$ cat config.mk
export PLATFORM = sky130hd
export DESIGN_NAME = dcagu_top
export DESIGN_NICKNAME = d
export VERILOG_FILES = /design/src/rtl/dcagu_pkg.sv /design/src/rtl/dcagu_top.sv /design/src/rtl/dcagu_operand.sv
export SDC_FILE = /design/constraint.sdc
export NUM_CORES = 1
export LEC_CHECK = 0
export BUFFER_PORTS_ARGS = -buffer_cell sky130_fd_sc_hd__buf_4
export CORE_AREA = 2 2 195 197
export CTS_BUF_LIST = sky130_fd_sc_hd__clkbuf_16
export DETAILED_ROUTE_END_ITERATION = 8
export DIE_AREA = 0 0 197 199
export MAX_ROUTING_LAYER = met4
export PLACE_DENSITY_LB_ADDON = 0.1
export SLEW_MARGIN = 20
export SYNTH_ARGS = -nofsm -noshare
export SYNTH_HDL_FRONTEND = slang
export SYNTH_HIERARCHICAL = 1
export SYNTH_SLANG_ARGS = --single-unit
$ cat constraint.sdc
create_clock -name i_mclk -period 17.9 [get_ports i_mclk]
set_clock_uncertainty 0.05 [all_clocks]
set_input_delay 3.58 -clock i_mclk [delete_from_list [all_inputs] [get_ports i_mclk]]
set_output_delay 3.58 -clock i_mclk [all_outputs]
set_load 0.02 [all_outputs]
$ cat src/rtl/dcagu_pkg.sv
// Package for the dual and coefficient pointer address generator
// =====================================================================
// What this block does
// Each dual operand gets a full 23-bit address from its extended pointer.
// Each dual operand picks linear or circular addressing on its own.
// One instruction makes two 16-bit data accesses, first and second operand.
// Two parallel one-operand instructions map to first and second operand.
// Dual operand forms do not depend on the control addressing mode bit.
// Same pointer on both operands only if one leaves it unmodified.
// Circular pointers add their 16-bit buffer start; linear ones do not.
// All pointer arithmetic is 23 bits wide, crossing 64K pages freely.
// Post-increment adds one for 16-bit, two for 32-bit access.
// Post-decrement subtracts one for 16-bit, two for 32-bit access.
// Post-add index: sign-extended first index or pointer zero by compat bit.
// Post-subtract index: same index choice as the add form.
// Indexed offset and plain forms leave the pointer unchanged.
// Second-index forms add or subtract sign-extended second temp index.
// Coefficient data address is high seven bits joined to 16-bit pointer.
// Upper seven address bits are the main page, 0 to 127.
// Coefficient register-bit access uses pointer value as bit number, 0 is LSB.
// Bit access only for test/set/clear/complement on accumulators, pointers, temps.
// Highest bit is 39 for accumulators, 15 for 16-bit registers.
// Coefficient I/O access uses the 16-bit pointer as the whole address.
// Both dual addresses and both pointer updates land in one cycle.
// =====================================================================
package dcagu_pkg;

  localparam int unsigned DCAGU_AW      = 23;
  localparam int unsigned DCAGU_PAGE_W  = 7;
  localparam int unsigned DCAGU_WORD_W  = 16;
  localparam logic [22:0] DCAGU_ADDR_RST = 23'h000000;
  localparam logic [5:0]  DCAGU_ACC_MSB  = 6'h27;   // 39
  localparam logic [5:0]  DCAGU_REG_MSB  = 6'h0F;   // 15
  localparam logic [22:0] DCAGU_STEP_1   = 23'h000001;
  localparam logic [22:0] DCAGU_STEP_2   = 23'h000002;

  // Pointer modification forms of a dual operand
  typedef enum logic [2:0] {
    DCAGU_MOD_PLAIN = 3'h0,
    DCAGU_MOD_INC   = 3'h1,
    DCAGU_MOD_DEC   = 3'h2,
    DCAGU_MOD_ADDX  = 3'h3,
    DCAGU_MOD_SUBX  = 3'h4,
    DCAGU_MOD_OFFX  = 3'h5,
    DCAGU_MOD_ADDT1 = 3'h6,
    DCAGU_MOD_SUBT1 = 3'h7
  } dcagu_mod_t;

  // Coefficient pointer access kinds
  typedef enum logic [1:0] {
    DCAGU_CK_DATA = 2'h0,
    DCAGU_CK_BIT  = 2'h1,
    DCAGU_CK_IO   = 2'h2
  } dcagu_ckind_t;

  // Register classes of a bit access; all but DCAGU_RC_OTH may take one
  typedef enum logic [1:0] {
    DCAGU_RC_ACC  = 2'h0,
    DCAGU_RC_AUX  = 2'h1,
    DCAGU_RC_TMP  = 2'h2,
    DCAGU_RC_OTH  = 2'h3
  } dcagu_rclass_t;

  // Bit-access instruction classes
  typedef enum logic [2:0] {
    DCAGU_BI_TEST = 3'h0,
    DCAGU_BI_SET  = 3'h1,
    DCAGU_BI_CLR  = 3'h2,
    DCAGU_BI_CPL  = 3'h3,
    DCAGU_BI_OTH  = 3'h4
  } dcagu_binst_t;

  // Address generator sequencing state
  typedef enum logic [1:0] {
    DCAGU_ST_IDLE = 2'b00,
    DCAGU_ST_GEN  = 2'b01
  } dcagu_state_t;

  // One dual-operand request
  typedef struct packed {
    logic       valid;
    logic [2:0] sel;
    dcagu_mod_t mode;
    logic       wide;
  } dcagu_dreq_t;

  // One dual-operand result
  typedef struct packed {
    logic        valid;
    logic [22:0] addr;
    logic [2:0]  sel;
    logic        upd;
    logic [22:0] next;
  } dcagu_dres_t;

  // Sign-extend a 16-bit word to the address width
  function automatic logic [22:0] dcagu_sext(input logic [15:0] v);
    return {{7{v[15]}}, v};
  endfunction

endpackage

$ cat src/rtl/dcagu_top.sv
// Dual pointer and coefficient pointer address generator, top level
`timescale 1ns/10ps
module dcagu_top (
  // Clock and reset
  input  wire logic                     i_mclk,
  input  wire logic                     i_reset,
  // Pointer state from the register file
  input  wire logic [22:0]              i_ext_aux_pointer [8],
  input  wire logic [15:0]              i_first_temp_index,
  input  wire logic [15:0]              i_second_temp_index,
  input  wire logic                     i_legacy_compat_bit,
  input  wire logic                     i_control_addr_mode_bit,
  input  wire logic [7:0]               i_pointer_config_status,
  input  wire logic [15:0]              i_buffer_start_pair01,
  input  wire logic [15:0]              i_buffer_start_pair23,
  input  wire logic [15:0]              i_buffer_start_pair45,
  input  wire logic [15:0]              i_buffer_start_pair67,
  // Dual operand requests
  input  wire dcagu_pkg::dcagu_dreq_t   i_first_req,
  input  wire dcagu_pkg::dcagu_dreq_t   i_second_req,
  // Coefficient pointer request
  input  wire logic                     i_coef_valid,
  input  wire dcagu_pkg::dcagu_ckind_t  i_coef_kind,
  input  wire logic [6:0]               i_coefficient_pointer_high,
  input  wire logic [15:0]              i_coefficient_pointer,
  input  wire dcagu_pkg::dcagu_rclass_t i_coef_rclass,
  input  wire dcagu_pkg::dcagu_binst_t  i_coef_binst,
  // Dual operand results
  output dcagu_pkg::dcagu_dres_t        o_first_res,
  output dcagu_pkg::dcagu_dres_t        o_second_res,
  output logic                          o_pointer_conflict,
  // Coefficient results
  output logic                          o_coef_data_valid,
  output logic [22:0]                   o_coef_data_addr,
  output logic [6:0]                    o_coef_page,
  output logic                          o_coef_bit_valid,
  output logic [5:0]                    o_coef_bit_num,
  output logic                          o_coef_bit_error,
  output logic                          o_coef_io_valid,
  output logic [15:0]                   o_coef_io_addr
);
  import dcagu_pkg::*;

  // =====================================================================
  // Shared index selection
  // =====================================================================
  // Compat bit swaps the first index for pointer zero's low word; forms set
  // is the same whatever the control-mode bit says, so it is not decoded.
  wire [15:0] index0 = i_legacy_compat_bit ? i_ext_aux_pointer[0][15:0]
                                           : i_first_temp_index;
  wire        unused_ctl_mode = i_control_addr_mode_bit;

  function automatic logic [15:0] bsa_of(input logic [2:0] s, input logic [15:0] b01,
                                         input logic [15:0] b23, input logic [15:0] b45,
                                         input logic [15:0] b67);
    case (s[2:1])
      2'h0:    return b01;
      2'h1:    return b23;
      2'h2:    return b45;
      default: return b67;
    endcase
  endfunction

  // =====================================================================
  // Two operand units, one per dual operand
  // =====================================================================
  wire [22:0] a1, a2, n1, n2;
  wire        u1, u2;

  dcagu_operand u_first (
    .i_mode   (i_first_req.mode),
    .i_wide   (i_first_req.wide),
    .i_ptr    (i_ext_aux_pointer[i_first_req.sel]),
    .i_index0 (index0),
    .i_index1 (i_second_temp_index),
    .i_circ   (i_pointer_config_status[i_first_req.sel]),
    .i_bstart (bsa_of(i_first_req.sel, i_buffer_start_pair01, i_buffer_start_pair23,
                      i_buffer_start_pair45, i_buffer_start_pair67)),
    .o_addr   (a1),
    .o_next   (n1),
    .o_upd    (u1)
  );

  dcagu_operand u_second (
    .i_mode   (i_second_req.mode),
    .i_wide   (i_second_req.wide),
    .i_ptr    (i_ext_aux_pointer[i_second_req.sel]),
    .i_index0 (index0),
    .i_index1 (i_second_temp_index),
    .i_circ   (i_pointer_config_status[i_second_req.sel]),
    .i_bstart (bsa_of(i_second_req.sel, i_buffer_start_pair01, i_buffer_start_pair23,
                      i_buffer_start_pair45, i_buffer_start_pair67)),
    .o_addr   (a2),
    .o_next   (n2),
    .o_upd    (u2)
  );

  // Flag a stream that modifies one pointer twice; the second update is
  // suppressed so the register file never sees two writers.
  wire conflict = i_first_req.valid & i_second_req.valid &
                  (i_first_req.sel == i_second_req.sel) & u1 & u2;

  // =====================================================================
  // Coefficient pointer decode
  // =====================================================================
  wire [22:0] coef_addr = {i_coefficient_pointer_high, i_coefficient_pointer};
  wire        bit_inst  = (i_coef_binst != DCAGU_BI_OTH);
  wire        bit_cls   = (i_coef_rclass != DCAGU_RC_OTH);
  wire [5:0]  bit_msb   = (i_coef_rclass == DCAGU_RC_ACC) ? DCAGU_ACC_MSB
                                                          : DCAGU_REG_MSB;
  wire        bit_range = (i_coefficient_pointer <= {10'h000, bit_msb});
  wire        bit_ok    = bit_inst & bit_cls & bit_range;
  wire        is_bit    = i_coef_valid & (i_coef_kind == DCAGU_CK_BIT);

  // =====================================================================
  // Sequencing: a single generation cycle per request pair
  // =====================================================================
  dcagu_state_t state_q, state_d;
  wire any_req = i_first_req.valid | i_second_req.valid | i_coef_valid;

  always_comb begin
    case (state_q)
      DCAGU_ST_IDLE: state_d = any_req ? DCAGU_ST_GEN : DCAGU_ST_IDLE;
      DCAGU_ST_GEN:  state_d = any_req ? DCAGU_ST_GEN : DCAGU_ST_IDLE;
      default:       state_d = DCAGU_ST_IDLE;
    endcase
  end

  // Both dual results register on the same edge
  always_ff @(posedge i_mclk) begin
    if (i_reset) begin
      state_q      <= DCAGU_ST_IDLE;
      o_first_res  <= '0;
      o_second_res <= '0;
      o_pointer_conflict <= 1'b0;
    end else begin
      state_q      <= state_d;
      o_first_res  <= '{i_first_req.valid, a1, i_first_req.sel,
                        i_first_req.valid & u1, n1};
      o_second_res <= '{i_second_req.valid, a2, i_second_req.sel,
                        i_second_req.valid & u2 & ~conflict, n2};
      o_pointer_conflict <= conflict;
    end
  end

  // Coefficient outputs register in step with the dual outputs
  always_ff @(posedge i_mclk) begin
    if (i_reset) begin
      o_coef_data_valid <= 1'b0;
      o_coef_data_addr  <= DCAGU_ADDR_RST;
      o_coef_page       <= 7'h00;
      o_coef_bit_valid  <= 1'b0;
      o_coef_bit_num    <= 6'h00;
      o_coef_bit_error  <= 1'b0;
      o_coef_io_valid   <= 1'b0;
      o_coef_io_addr    <= 16'h0000;
    end else begin
      o_coef_data_valid <= i_coef_valid & (i_coef_kind == DCAGU_CK_DATA);
      o_coef_data_addr  <= coef_addr;
      o_coef_page       <= coef_addr[22:16];
      o_coef_bit_valid  <= is_bit & bit_ok;
      o_coef_bit_num    <= i_coefficient_pointer[5:0];
      o_coef_bit_error  <= is_bit & ~bit_ok;
      o_coef_io_valid   <= i_coef_valid & (i_coef_kind == DCAGU_CK_IO);
      o_coef_io_addr    <= i_coefficient_pointer;
    end
  end

  // =====================================================================
  // Checks
  // =====================================================================
  chk_dual_same_cycle: assert property (@(posedge i_mclk) disable iff (i_reset)
    (i_first_req.valid && i_second_req.valid) |=> (o_first_res.valid && o_second_res.valid))
    else $error("dual results not together");
  chk_first_addr_linear: assert property (@(posedge i_mclk) disable iff (i_reset)
    (i_first_req.valid && !i_pointer_config_status[i_first_req.sel] &&
     i_first_req.mode == DCAGU_MOD_INC)
    |=> o_first_res.addr == $past(i_ext_aux_pointer[i_first_req.sel]))
    else $error("linear address wrong");
  chk_inc_step: assert property (@(posedge i_mclk) disable iff (i_reset)
    (i_first_req.valid && i_first_req.mode == DCAGU_MOD_INC)
    |=> o_first_res.next == $past(i_ext_aux_pointer[i_first_req.sel])
                            + ($past(i_first_req.wide) ? 23'h2 : 23'h1))
    else $error("increment step wrong");
  chk_dec_step: assert property (@(posedge i_mclk) disable iff (i_reset)
    (i_second_req.valid && i_second_req.mode == DCAGU_MOD_DEC && !i_second_req.wide)
    |=> o_second_res.next == $past(i_ext_aux_pointer[i_second_req.sel]) - 23'h1)
    else $error("decrement step wrong");
  chk_plain_no_upd: assert property (@(posedge i_mclk) disable iff (i_reset)
    (i_first_req.mode == DCAGU_MOD_PLAIN || i_first_req.mode == DCAGU_MOD_OFFX)
    |=> !o_first_res.upd)
    else $error("unmodified form updated");
  chk_conflict_once: assert property (@(posedge i_mclk) disable iff (i_reset)
    o_pointer_conflict |-> !o_second_res.upd)
    else $error("double update on one pointer");
  chk_coef_page: assert property (@(posedge i_mclk) disable iff (i_reset)
    (i_coef_valid && i_coef_kind == DCAGU_CK_DATA)
    |=> o_coef_page == $past(i_coefficient_pointer_high))
    else $error("page field mismatch");
  chk_coef_data_addr: assert property (@(posedge i_mclk) disable iff (i_reset)
    (i_coef_valid && i_coef_kind == DCAGU_CK_DATA)
    |=> o_coef_data_addr == {$past(i_coefficient_pointer_high), $past(i_coefficient_pointer)})
    else $error("coefficient address wrong");
  chk_bit_limit: assert property (@(posedge i_mclk) disable iff (i_reset)
    o_coef_bit_valid |-> $past(i_coefficient_pointer) <=
      (($past(i_coef_rclass) == DCAGU_RC_ACC) ? {10'h000, DCAGU_ACC_MSB}
                                              : {10'h000, DCAGU_REG_MSB}))
    else $error("bit number too high");
  chk_io_addr: assert property (@(posedge i_mclk) disable iff (i_reset)
    (i_coef_valid && i_coef_kind == DCAGU_CK_IO)
    |=> o_coef_io_addr == $past(i_coefficient_pointer))
    else $error("io address wrong");

  cov_dual_pair: cover property (@(posedge i_mclk) o_first_res.valid && o_second_res.valid);
  cov_conflict:  cover property (@(posedge i_mclk) o_pointer_conflict);
  cov_bit_err:   cover property (@(posedge i_mclk) o_coef_bit_error);
  cov_io:        cover property (@(posedge i_mclk) o_coef_io_valid);
endmodule

$ cat src/rtl/dcagu_operand.sv
// One dual-operand address and pointer-update unit
`timescale 1ns/10ps
module dcagu_operand (
  // Request
  input  wire dcagu_pkg::dcagu_mod_t i_mode,
  input  wire logic                  i_wide,
  input  wire logic [22:0]           i_ptr,
  input  wire logic [15:0]           i_index0,
  input  wire logic [15:0]           i_index1,
  input  wire logic                  i_circ,
  input  wire logic [15:0]           i_bstart,
  // Result
  output logic [22:0]                o_addr,
  output logic [22:0]                o_next,
  output logic                       o_upd
);
  import dcagu_pkg::*;

  // =====================================================================
  // Offsets and linear/circular choice
  // =====================================================================
  wire [22:0] step     = i_wide ? DCAGU_STEP_2 : DCAGU_STEP_1;
  wire [22:0] idx0     = dcagu_sext(i_index0);
  wire [22:0] idx1     = dcagu_sext(i_index1);
  wire [22:0] base_off = i_circ ? {7'h00, i_bstart} : 23'h000000;
  wire [22:0] eff_ptr  = (i_mode == DCAGU_MOD_OFFX) ? i_ptr + idx0 : i_ptr;

  // Address is used before any post-modification
  assign o_addr = eff_ptr + base_off;

  // Post-modification, full 23-bit arithmetic wraps over page borders
  always_comb begin
    o_next = i_ptr;
    o_upd  = 1'b1;
    case (i_mode)
      DCAGU_MOD_INC:   o_next = i_ptr + step;
      DCAGU_MOD_DEC:   o_next = i_ptr - step;
      DCAGU_MOD_ADDX:  o_next = i_ptr + idx0;
      DCAGU_MOD_SUBX:  o_next = i_ptr - idx0;
      DCAGU_MOD_ADDT1: o_next = i_ptr + idx1;
      DCAGU_MOD_SUBT1: o_next = i_ptr - idx1;
      default:         o_upd  = 1'b0;
    endcase
  end
endmodule

==> summary.txt, run 1 <==
Critical path
  – Startpoint type of the worst setup path: input port
  – Crit path kind: in -> reg
  – Largest stage delay on the critical path: 0.67 ns
  – Endpoint kind of the worst setup timing path: flip-flop
  – Crit path max fanout: 38
  – Slowest cell on the critical path: sky130_fd_sc_hd__o41ai_1
  – Worst path required time: 18.16 ns
  – Cell type with the highest occurrence count on the critical path: sky130_fd_sc_hd__o21ai_0
  – Data arrival time of the critical path: approximately 10 ns

GRT
  – Number of antenna violations at the first check in global routing: 5
  – Wire length of the first global-routing pass: ~110000 um
  – Number of global-route vias before repair: 16834
  – Remaining global-route overflow: 0
  – Maximum number of pins on one net before global-route repair: between 70 and 80
  – Combined global-route utilization of all metal layers: 0.377

Synthesis
  – Top post-synthesis cells by area: sky130_fd_sc_hd__mux4_2 17%, sky130_fd_sc_hd__dfxtp_1 16%, sky130_fd_sc_hd__ha_1 9.1%
  – EDFF count, synth: 0
  – Net count after synthesis: 2364
  – Instance count of the mapped netlist: 1897
  – Average cell area after synthesis: 8.85 um2
  – Register area share after synthesis: 0.155
  – Warnings, synthesis: 6
  – Area share of the leading cell type in the synthesized netlist: 0.172
  – Most frequently used flop master after synthesis: sky130_fd_sc_hd__dfxtp_1
  – Library cell occupying the most area in the post-synthesis netlist: sky130_fd_sc_hd__mux4_2
  – Distinct cell type count of the synthesized netlist: 97
  – Register bit count reported by yosys: 130
  – Share of synthesized flip-flops with an asynchronous set or reset: 0
  – Post-Synthesis Cell Area: 0.0168 mm2

Min path
  – Hold Crit Class: in -> reg

Power
  – Internal Dissipation: 977 uW
  – Share of total power consumed by net switching: 0.444
  – Ratio of total power to cell area: 83.3 mW/mm2
  – Reported leakage power: 0.00941 uW
  – Clock network fraction of design power: 0.194
  – Portion of total power attributed to combinational logic: 0.602
  – Net switching component of the power: 781 uW
  – Worst supply voltage drop on vdd: about 0.054 mV
  – Proportion of power drawn by flip-flops and latches: 0.204

Detailed routing
  – Wire length reported by the detailed router: 73400 um
  – Iteration-0 DRC Markers: around 1600
  – Average wire per cell in the routed design: between 20 and 30 um
  – Final antenna-violating net count: 0
  – Via count: 17416
  – Number of optimization iterations in the first detailed-route pass: 8
  – Via-per-instance ratio: 6.26
  – Drt drc: 0

Cells and area
  – Layout Area Growth over Synthesis: 25.6%
  – Fraction of layout instances using a drive strength above 1: 0.337
  – Number of nets in the layout: approximately 2800

Floorplan
  – I/O pin count: 498
  – Initial standard-cell utilization of the core: 0.452
  – Horizontal die dimension: 197 um
  – Core area: 0.0371 mm2
  – Chip height: 199 um
  – Std-Cell Rows: 71
  – Die Footprint: 0.0392 mm2

Timing
  – Slack of the critical path: 7.78 ns
  – Number of setup violations in the final report: 0
  – Count of final hold-check violations: 0
  – Time the final worst path needs with I/O delays and setup: 10.12 ns
  – Worst-Margin Slew: 1.03 ns
  – Final count of pins violating max slew: 0
  – Relative max-transition margin: 0.314
  – Max Fclk: 98.8 MHz
  – Sum of negative setup slack: 0 ns
  – Unrepaired setup endpoints after global routing: false
  – Final worst path period share: 0.565

CTS
  – Number of hold buffers added after CTS: 0
  – Worst-path clk slew: 0.07 ns
  – Root Buffer: sky130_fd_sc_hd__clkbuf_16
  – Number of clock sinks: 130
  – CTS H-tree depth: 4
  – Buffer count from post-CTS setup fixing: 0
  – Buffers from clock root to sink, at most: 2
  – Number of buffers inserted during clock tree synthesis: 17
  – Number of cells upsized or downsized after cts: 0
  – CTS tree: yes

Place
  – Detailed placer's ending HPWL: 59800 um
  – Input/output buffers: around 500
  – RD Place Congestion: 0.995
  – Pre-CTS setup slack: 7.58 ns

Status
  – Run status: finished clean

Flow run
  – Max-capacitance violation count: 0
flip-flops by register name, indices dropped and copies added (netlist names):
register / cells
o_first_res: 51
o_second_res: 51
o_coef_data_addr: 23
o_coef_bit_error: 1
o_coef_bit_valid: 1
o_coef_data_valid: 1
o_coef_io_valid: 1
o_pointer_conflict: 1
final timing paths:
| kind | from | endpoint | depth (start not counted) |
|---|---|---|---|
| max | i_first_req[4] | o_first_res[45] | 25 |
| min | i_coefficient_pointer[1] | o_coef_data_addr[1] | 2 |
routing by layer:
| metal | global-route usage | up-vias | wire length [um] |
|---|---|---|---|
| met1 | 0.457 | 8450 | 29800 |
| li1 | - | 7933 | - |
| met5 | - | - | 0 |
| met3 | 0.0604 | 145 | 5430 |
| met2 | 0.614 | 888 | 34600 |
| met4 | 0.184 | 0 | 3620 |
cell usage in the layout (no fill, tap or decap), drive strengths merged, types with 51 or more instances in the layout:
| master | instances |
|---|---|
| dfxtp | 130 |
| a21oi | 121 |
| buf | 507 |
| a21o | 76 |
| ha | 122 |
| nor2b | 140 |
| nand2 | 131 |
| inv | 51 |
| o21ai | 107 |
| xor2 | 57 |
| mux4 | 128 |
| nor2 | 114 |
| xnor2 | 83 |
| mux2 | 67 |
synth_stat cells (41+ instances only):
master,count
sky130_fd_sc_hd__a21o_1,76
sky130_fd_sc_hd__a21oi_1,120
sky130_fd_sc_hd__clkbuf_1,67
sky130_fd_sc_hd__dfxtp_1,130
sky130_fd_sc_hd__ha_1,122
sky130_fd_sc_hd__mux2_2,67
sky130_fd_sc_hd__mux4_2,128
sky130_fd_sc_hd__nand2_1,131
sky130_fd_sc_hd__nor2_1,114
sky130_fd_sc_hd__nor2b_1,139
sky130_fd_sc_hd__nor3_1,41
sky130_fd_sc_hd__o21ai_0,97
sky130_fd_sc_hd__xnor2_1,83
sky130_fd_sc_hd__xor2_1,57
power by group through the flow:
stage / logic [uW] / clock network [uW] / registers [uW]
3_3_place_gp: 1030 / 0 / 364
6_report: 1060 / 340 / 359
3_5_place_dp: 1040 / 0 / 365
4_1_cts: 1040 / 347 / 359
2_1_floorplan: 620 / 0 / 421
5_1_grt: 1130 / 361 / 362
layout make-up:
class                           count  area (um2)
Antenna cell                        6        15.0
Fill cell                        3419       16000
Inverter                           41         154
Sequential cell                   130        2600
Timing Repair Buffer              507        3810
Multi-Input combinational cell   1593       13400
Clock inverter                     15         138
Tap cell                          474         593
Clock buffer                       17         425
worst max-delay path: cells and delay by family:
| kind | cells | cell delay [ns] |
|---|---|---|
| buffers and inverters | 3 | 1.15 |
| adder cells (fa/ha/maj) | 3 | 0.86 |
| XOR/XNOR | 2 | 0.29 |
| AO/OA/AOI/OAI | 9 | 2.73 |
| multiplexers | 3 | 1.08 |
| AND/OR/NAND/NOR | 5 | 0.64 |
metrics by stage:
| stage | cell area, um2 | utilization | std cells | total power (uW) | hold slack, ns |
|---|---|---|---|---|---|
| global placement | 20500 | 0.552 | 2745 | 1390 | 3.74 |
| CTS | 21100 | 0.567 | 2777 | 1750 | 3.27 |
| floorplan | 16800 | - | 1897 | 1040 | 3.61 |
| detailed placement | 20500 | 0.552 | 2745 | 1400 | 3.74 |
| global route | 21100 | 0.568 | 2782 | 1850 | 3.28 |
| finish | 21100 | 0.568 | 2783 | 1760 | 3.29 |
cell families (layout without fill, tap and decap cells):
logic type / count (synthesis) / count (layout) / synth area share
other: 0 / 6 / 0
xor gates and xnor gates: 140 / 140 / 0.0730
DFF: 130 / 130 / 0.155
adders and majority gates: 128 / 128 / 0.0981
muxes: 216 / 216 / 0.230
AOI/OAI and AO/OA: 514 / 514 / 0.207
and+or+nand+nor: 595 / 595 / 0.187
buffers and inverters: 174 / 580 / 0.0495
Note: power is estimated with default switching activity, not from simulation.
==> run 2: changes to the inputs <==
CORE_AREA = 2 2 194 196   (was 2 2 195 197)
DIE_AREA = 0 0 196 198   (was 0 0 197 199)
clock period = 8.8 ns   (was 17.9 ns; I/O delays follow)
==> summary.txt, run 2 (same netlist as run 1, synthesis figures left out) <==
Critical path
  – Startpoint type of the worst setup path: input port
  – Crit path kind: in -> reg
  – Crit path max fanout: 22
  – Data arrival time of the critical path: 7.96 ns
  – Endpoint kind of the worst setup timing path: flip-flop
  – Worst path required time: 9.05 ns

Cells and area
  – Fraction of layout instances using a drive strength above 1: 0.339
  – Total non-filler cell area in the finished layout: roughly 0.021 mm2
  – Registers with the most flip-flops: o_first_res x51, o_second_res x51, o_coef_data_addr x23
  – Layout Area Growth over Synthesis: 25.7%
  – FF+latch area: ~0.0026 mm2
  – Area of the multi-input gates: around 0.013 mm2
  – Most common cell after layout, fill and taps aside: sky130_fd_sc_hd__buf_4
  – Final-layout fill cell count: 3372
  – Most frequent cells in the layout: 510 x sky130_fd_sc_hd__buf_4, 139 x sky130_fd_sc_hd__nor2b_1, 131 x sky130_fd_sc_hd__nand2_1, 130 x sky130_fd_sc_hd__dfxtp_1, 128 x sky130_fd_sc_hd__mux4_2
  – Number of nets in the layout: 2760

CTS
  – Buffer count from post-CTS setup fixing: 0
  – CTS tree: yes
  – Number of clock sinks: 130
  – Number of cells upsized or downsized after cts: 0
  – Root Buffer: sky130_fd_sc_hd__clkbuf_16
  – Number of hold buffers added after CTS: 0
  – Buffers from clock root to sink, at most: 2
  – Number of buffers inserted during clock tree synthesis: 17
  – Worst-path clk slew: roughly 0.070 ns
  – CTS H-tree depth: 4

Detailed routing
  – Drt drc: 0
  – Via count: 17420
  – Iteration-0 DRC Markers: 1681
  – Wire length reported by the detailed router: roughly 73000 um
  – Final antenna-violating net count: 0
  – Via-per-instance ratio: 6.25
  – Average wire per cell in the routed design: roughly 26 um
  – Number of optimization iterations in the first detailed-route pass: 8

GRT
  – Maximum number of pins on one net before global-route repair: 70
  – Combined global-route utilization of all metal layers: 0.375
  – Remaining global-route overflow: 0
  – Wire length of the first global-routing pass: 104000 um
  – Number of global-route vias before repair: 16644
  – Number of antenna violations at the first check in global routing: 5

Power
  – Portion of total power attributed to combinational logic: 0.600
  – Reported leakage power: ~0.0094 uW
  – Internal Dissipation: 1990 uW
  – Ratio of total power to cell area: 170 mW/mm2
  – Clock network fraction of design power: 0.198
  – Share of total power consumed by net switching: 0.447
  – Net switching component of the power: 1600 uW
  – Proportion of power drawn by flip-flops and latches: 0.202
  – Worst supply voltage drop on vdd: approximately 0.12 mV

Status
  – Run status: finished clean

Place
  – Instance area at placement: 0.0205 mm2
  – Pre-CTS setup slack: around 0.74 ns
  – RD Place Congestion: 1.02
  – Input/output buffers: 496
  – Detailed placer's ending HPWL: 59700 um

Timing
  – Unrepaired setup endpoints after global routing: false
  – Number of setup violations in the final report: 0
  – Relative max-transition margin: 0.306
  – Max Fclk: ~130 MHz
  – Time the final worst path needs with I/O delays and setup: 7.72 ns
  – Final worst path period share: 0.877
  – Hold WS: 1.46 ns
  – Slack of the critical path: 1.08 ns
  – Sum of negative setup slack: 0 ns
  – Final count of pins violating max slew: 0
  – Count of final hold-check violations: 0
  – Worst-Margin Slew: 1.04 ns

Floorplan
  – Initial standard-cell utilization of the core: 0.454
  – Chip height: 198 um
  – Core area: 0.0370 mm2
  – Std-Cell Rows: 71
  – I/O pin count: approximately 500
  – Die Footprint: just under 0.04 mm2
  – Horizontal die dimension: 196 um

Flow run
  – Max-capacitance violation count: 0

Min path
  – Hold Crit Class: in -> reg
[run 2: area by class of cell]
| type | instances | share of cell area |
|---|---|---|
| multi-input cells | 1593 | 0.633 |
| repair buffers | 510 | 0.181 |
| flip-flops and latches | 130 | 0.123 |
| well taps | 474 | 0.0281 |
| clock buffers | 17 | 0.0202 |
| inverters | 41 | 0.00729 |
| clock inverters | 15 | 0.00640 |
| diodes | 5 | 0.000593 |
[run 2: through the flow]
step	std cells	utilization	power (uW)
after floorplan	1897	-	2120
after global placement	2748	0.556	2830
after detailed placement	2748	0.556	2850
after CTS	2780	0.571	3570
after global routing	2784	0.571	3770
final	2785	0.571	3590
[run 2: final timing paths]
check | cells after the start | endpoint | from
worst min-delay path | 2 | o_coef_data_valid | i_coef_kind[0]
worst max-delay path | 20 | o_first_res[45] | i_first_req[4]
[run 2: power groups by stage]
stage | registers (uW) | logic, uW | clock network (uW)
floorplan | 856 | 1260 | 0
global placement | 740 | 2090 | 0
detailed placement | 741 | 2110 | 0
CTS | 728 | 2120 | 718
global route | 734 | 2300 | 739
finish | 727 | 2150 | 710
[run 2: routing by layer]
metal  vias to the layer above  routed length, um  GRT usage
met2                       922              34600      0.618
met5                         -                  0          -
li1                       7918                  -          -
met4                         0               3110      0.161
met3                       126               5340     0.0460
met1                      8454              30200      0.466
[run 2: critical path: stages]
cell,delay [ns]
sky130_fd_sc_hd__buf_4,0.42
sky130_fd_sc_hd__buf_4,0.48
sky130_fd_sc_hd__mux4_2,0.55
sky130_fd_sc_hd__mux2_2,0.33
sky130_fd_sc_hd__ha_1,0.37
sky130_fd_sc_hd__a21o_1,0.22
sky130_fd_sc_hd__or4_4,0.53
sky130_fd_sc_hd__and2_2,0.20
sky130_fd_sc_hd__or2_2,0.31
sky130_fd_sc_hd__o21ai_0,0.41
sky130_fd_sc_hd__ha_1,0.40
sky130_fd_sc_hd__a21oi_1,0.32
sky130_fd_sc_hd__nor2_1,0.09
sky130_fd_sc_hd__a21oi_1,0.10
sky130_fd_sc_hd__o21ai_0,0.12
sky130_fd_sc_hd__o41ai_1,0.70
sky130_fd_sc_hd__nand3b_1,0.22
sky130_fd_sc_hd__xor2_1,0.17
sky130_fd_sc_hd__mux2i_1,0.10
sky130_fd_sc_hd__nor2b_1,0.13
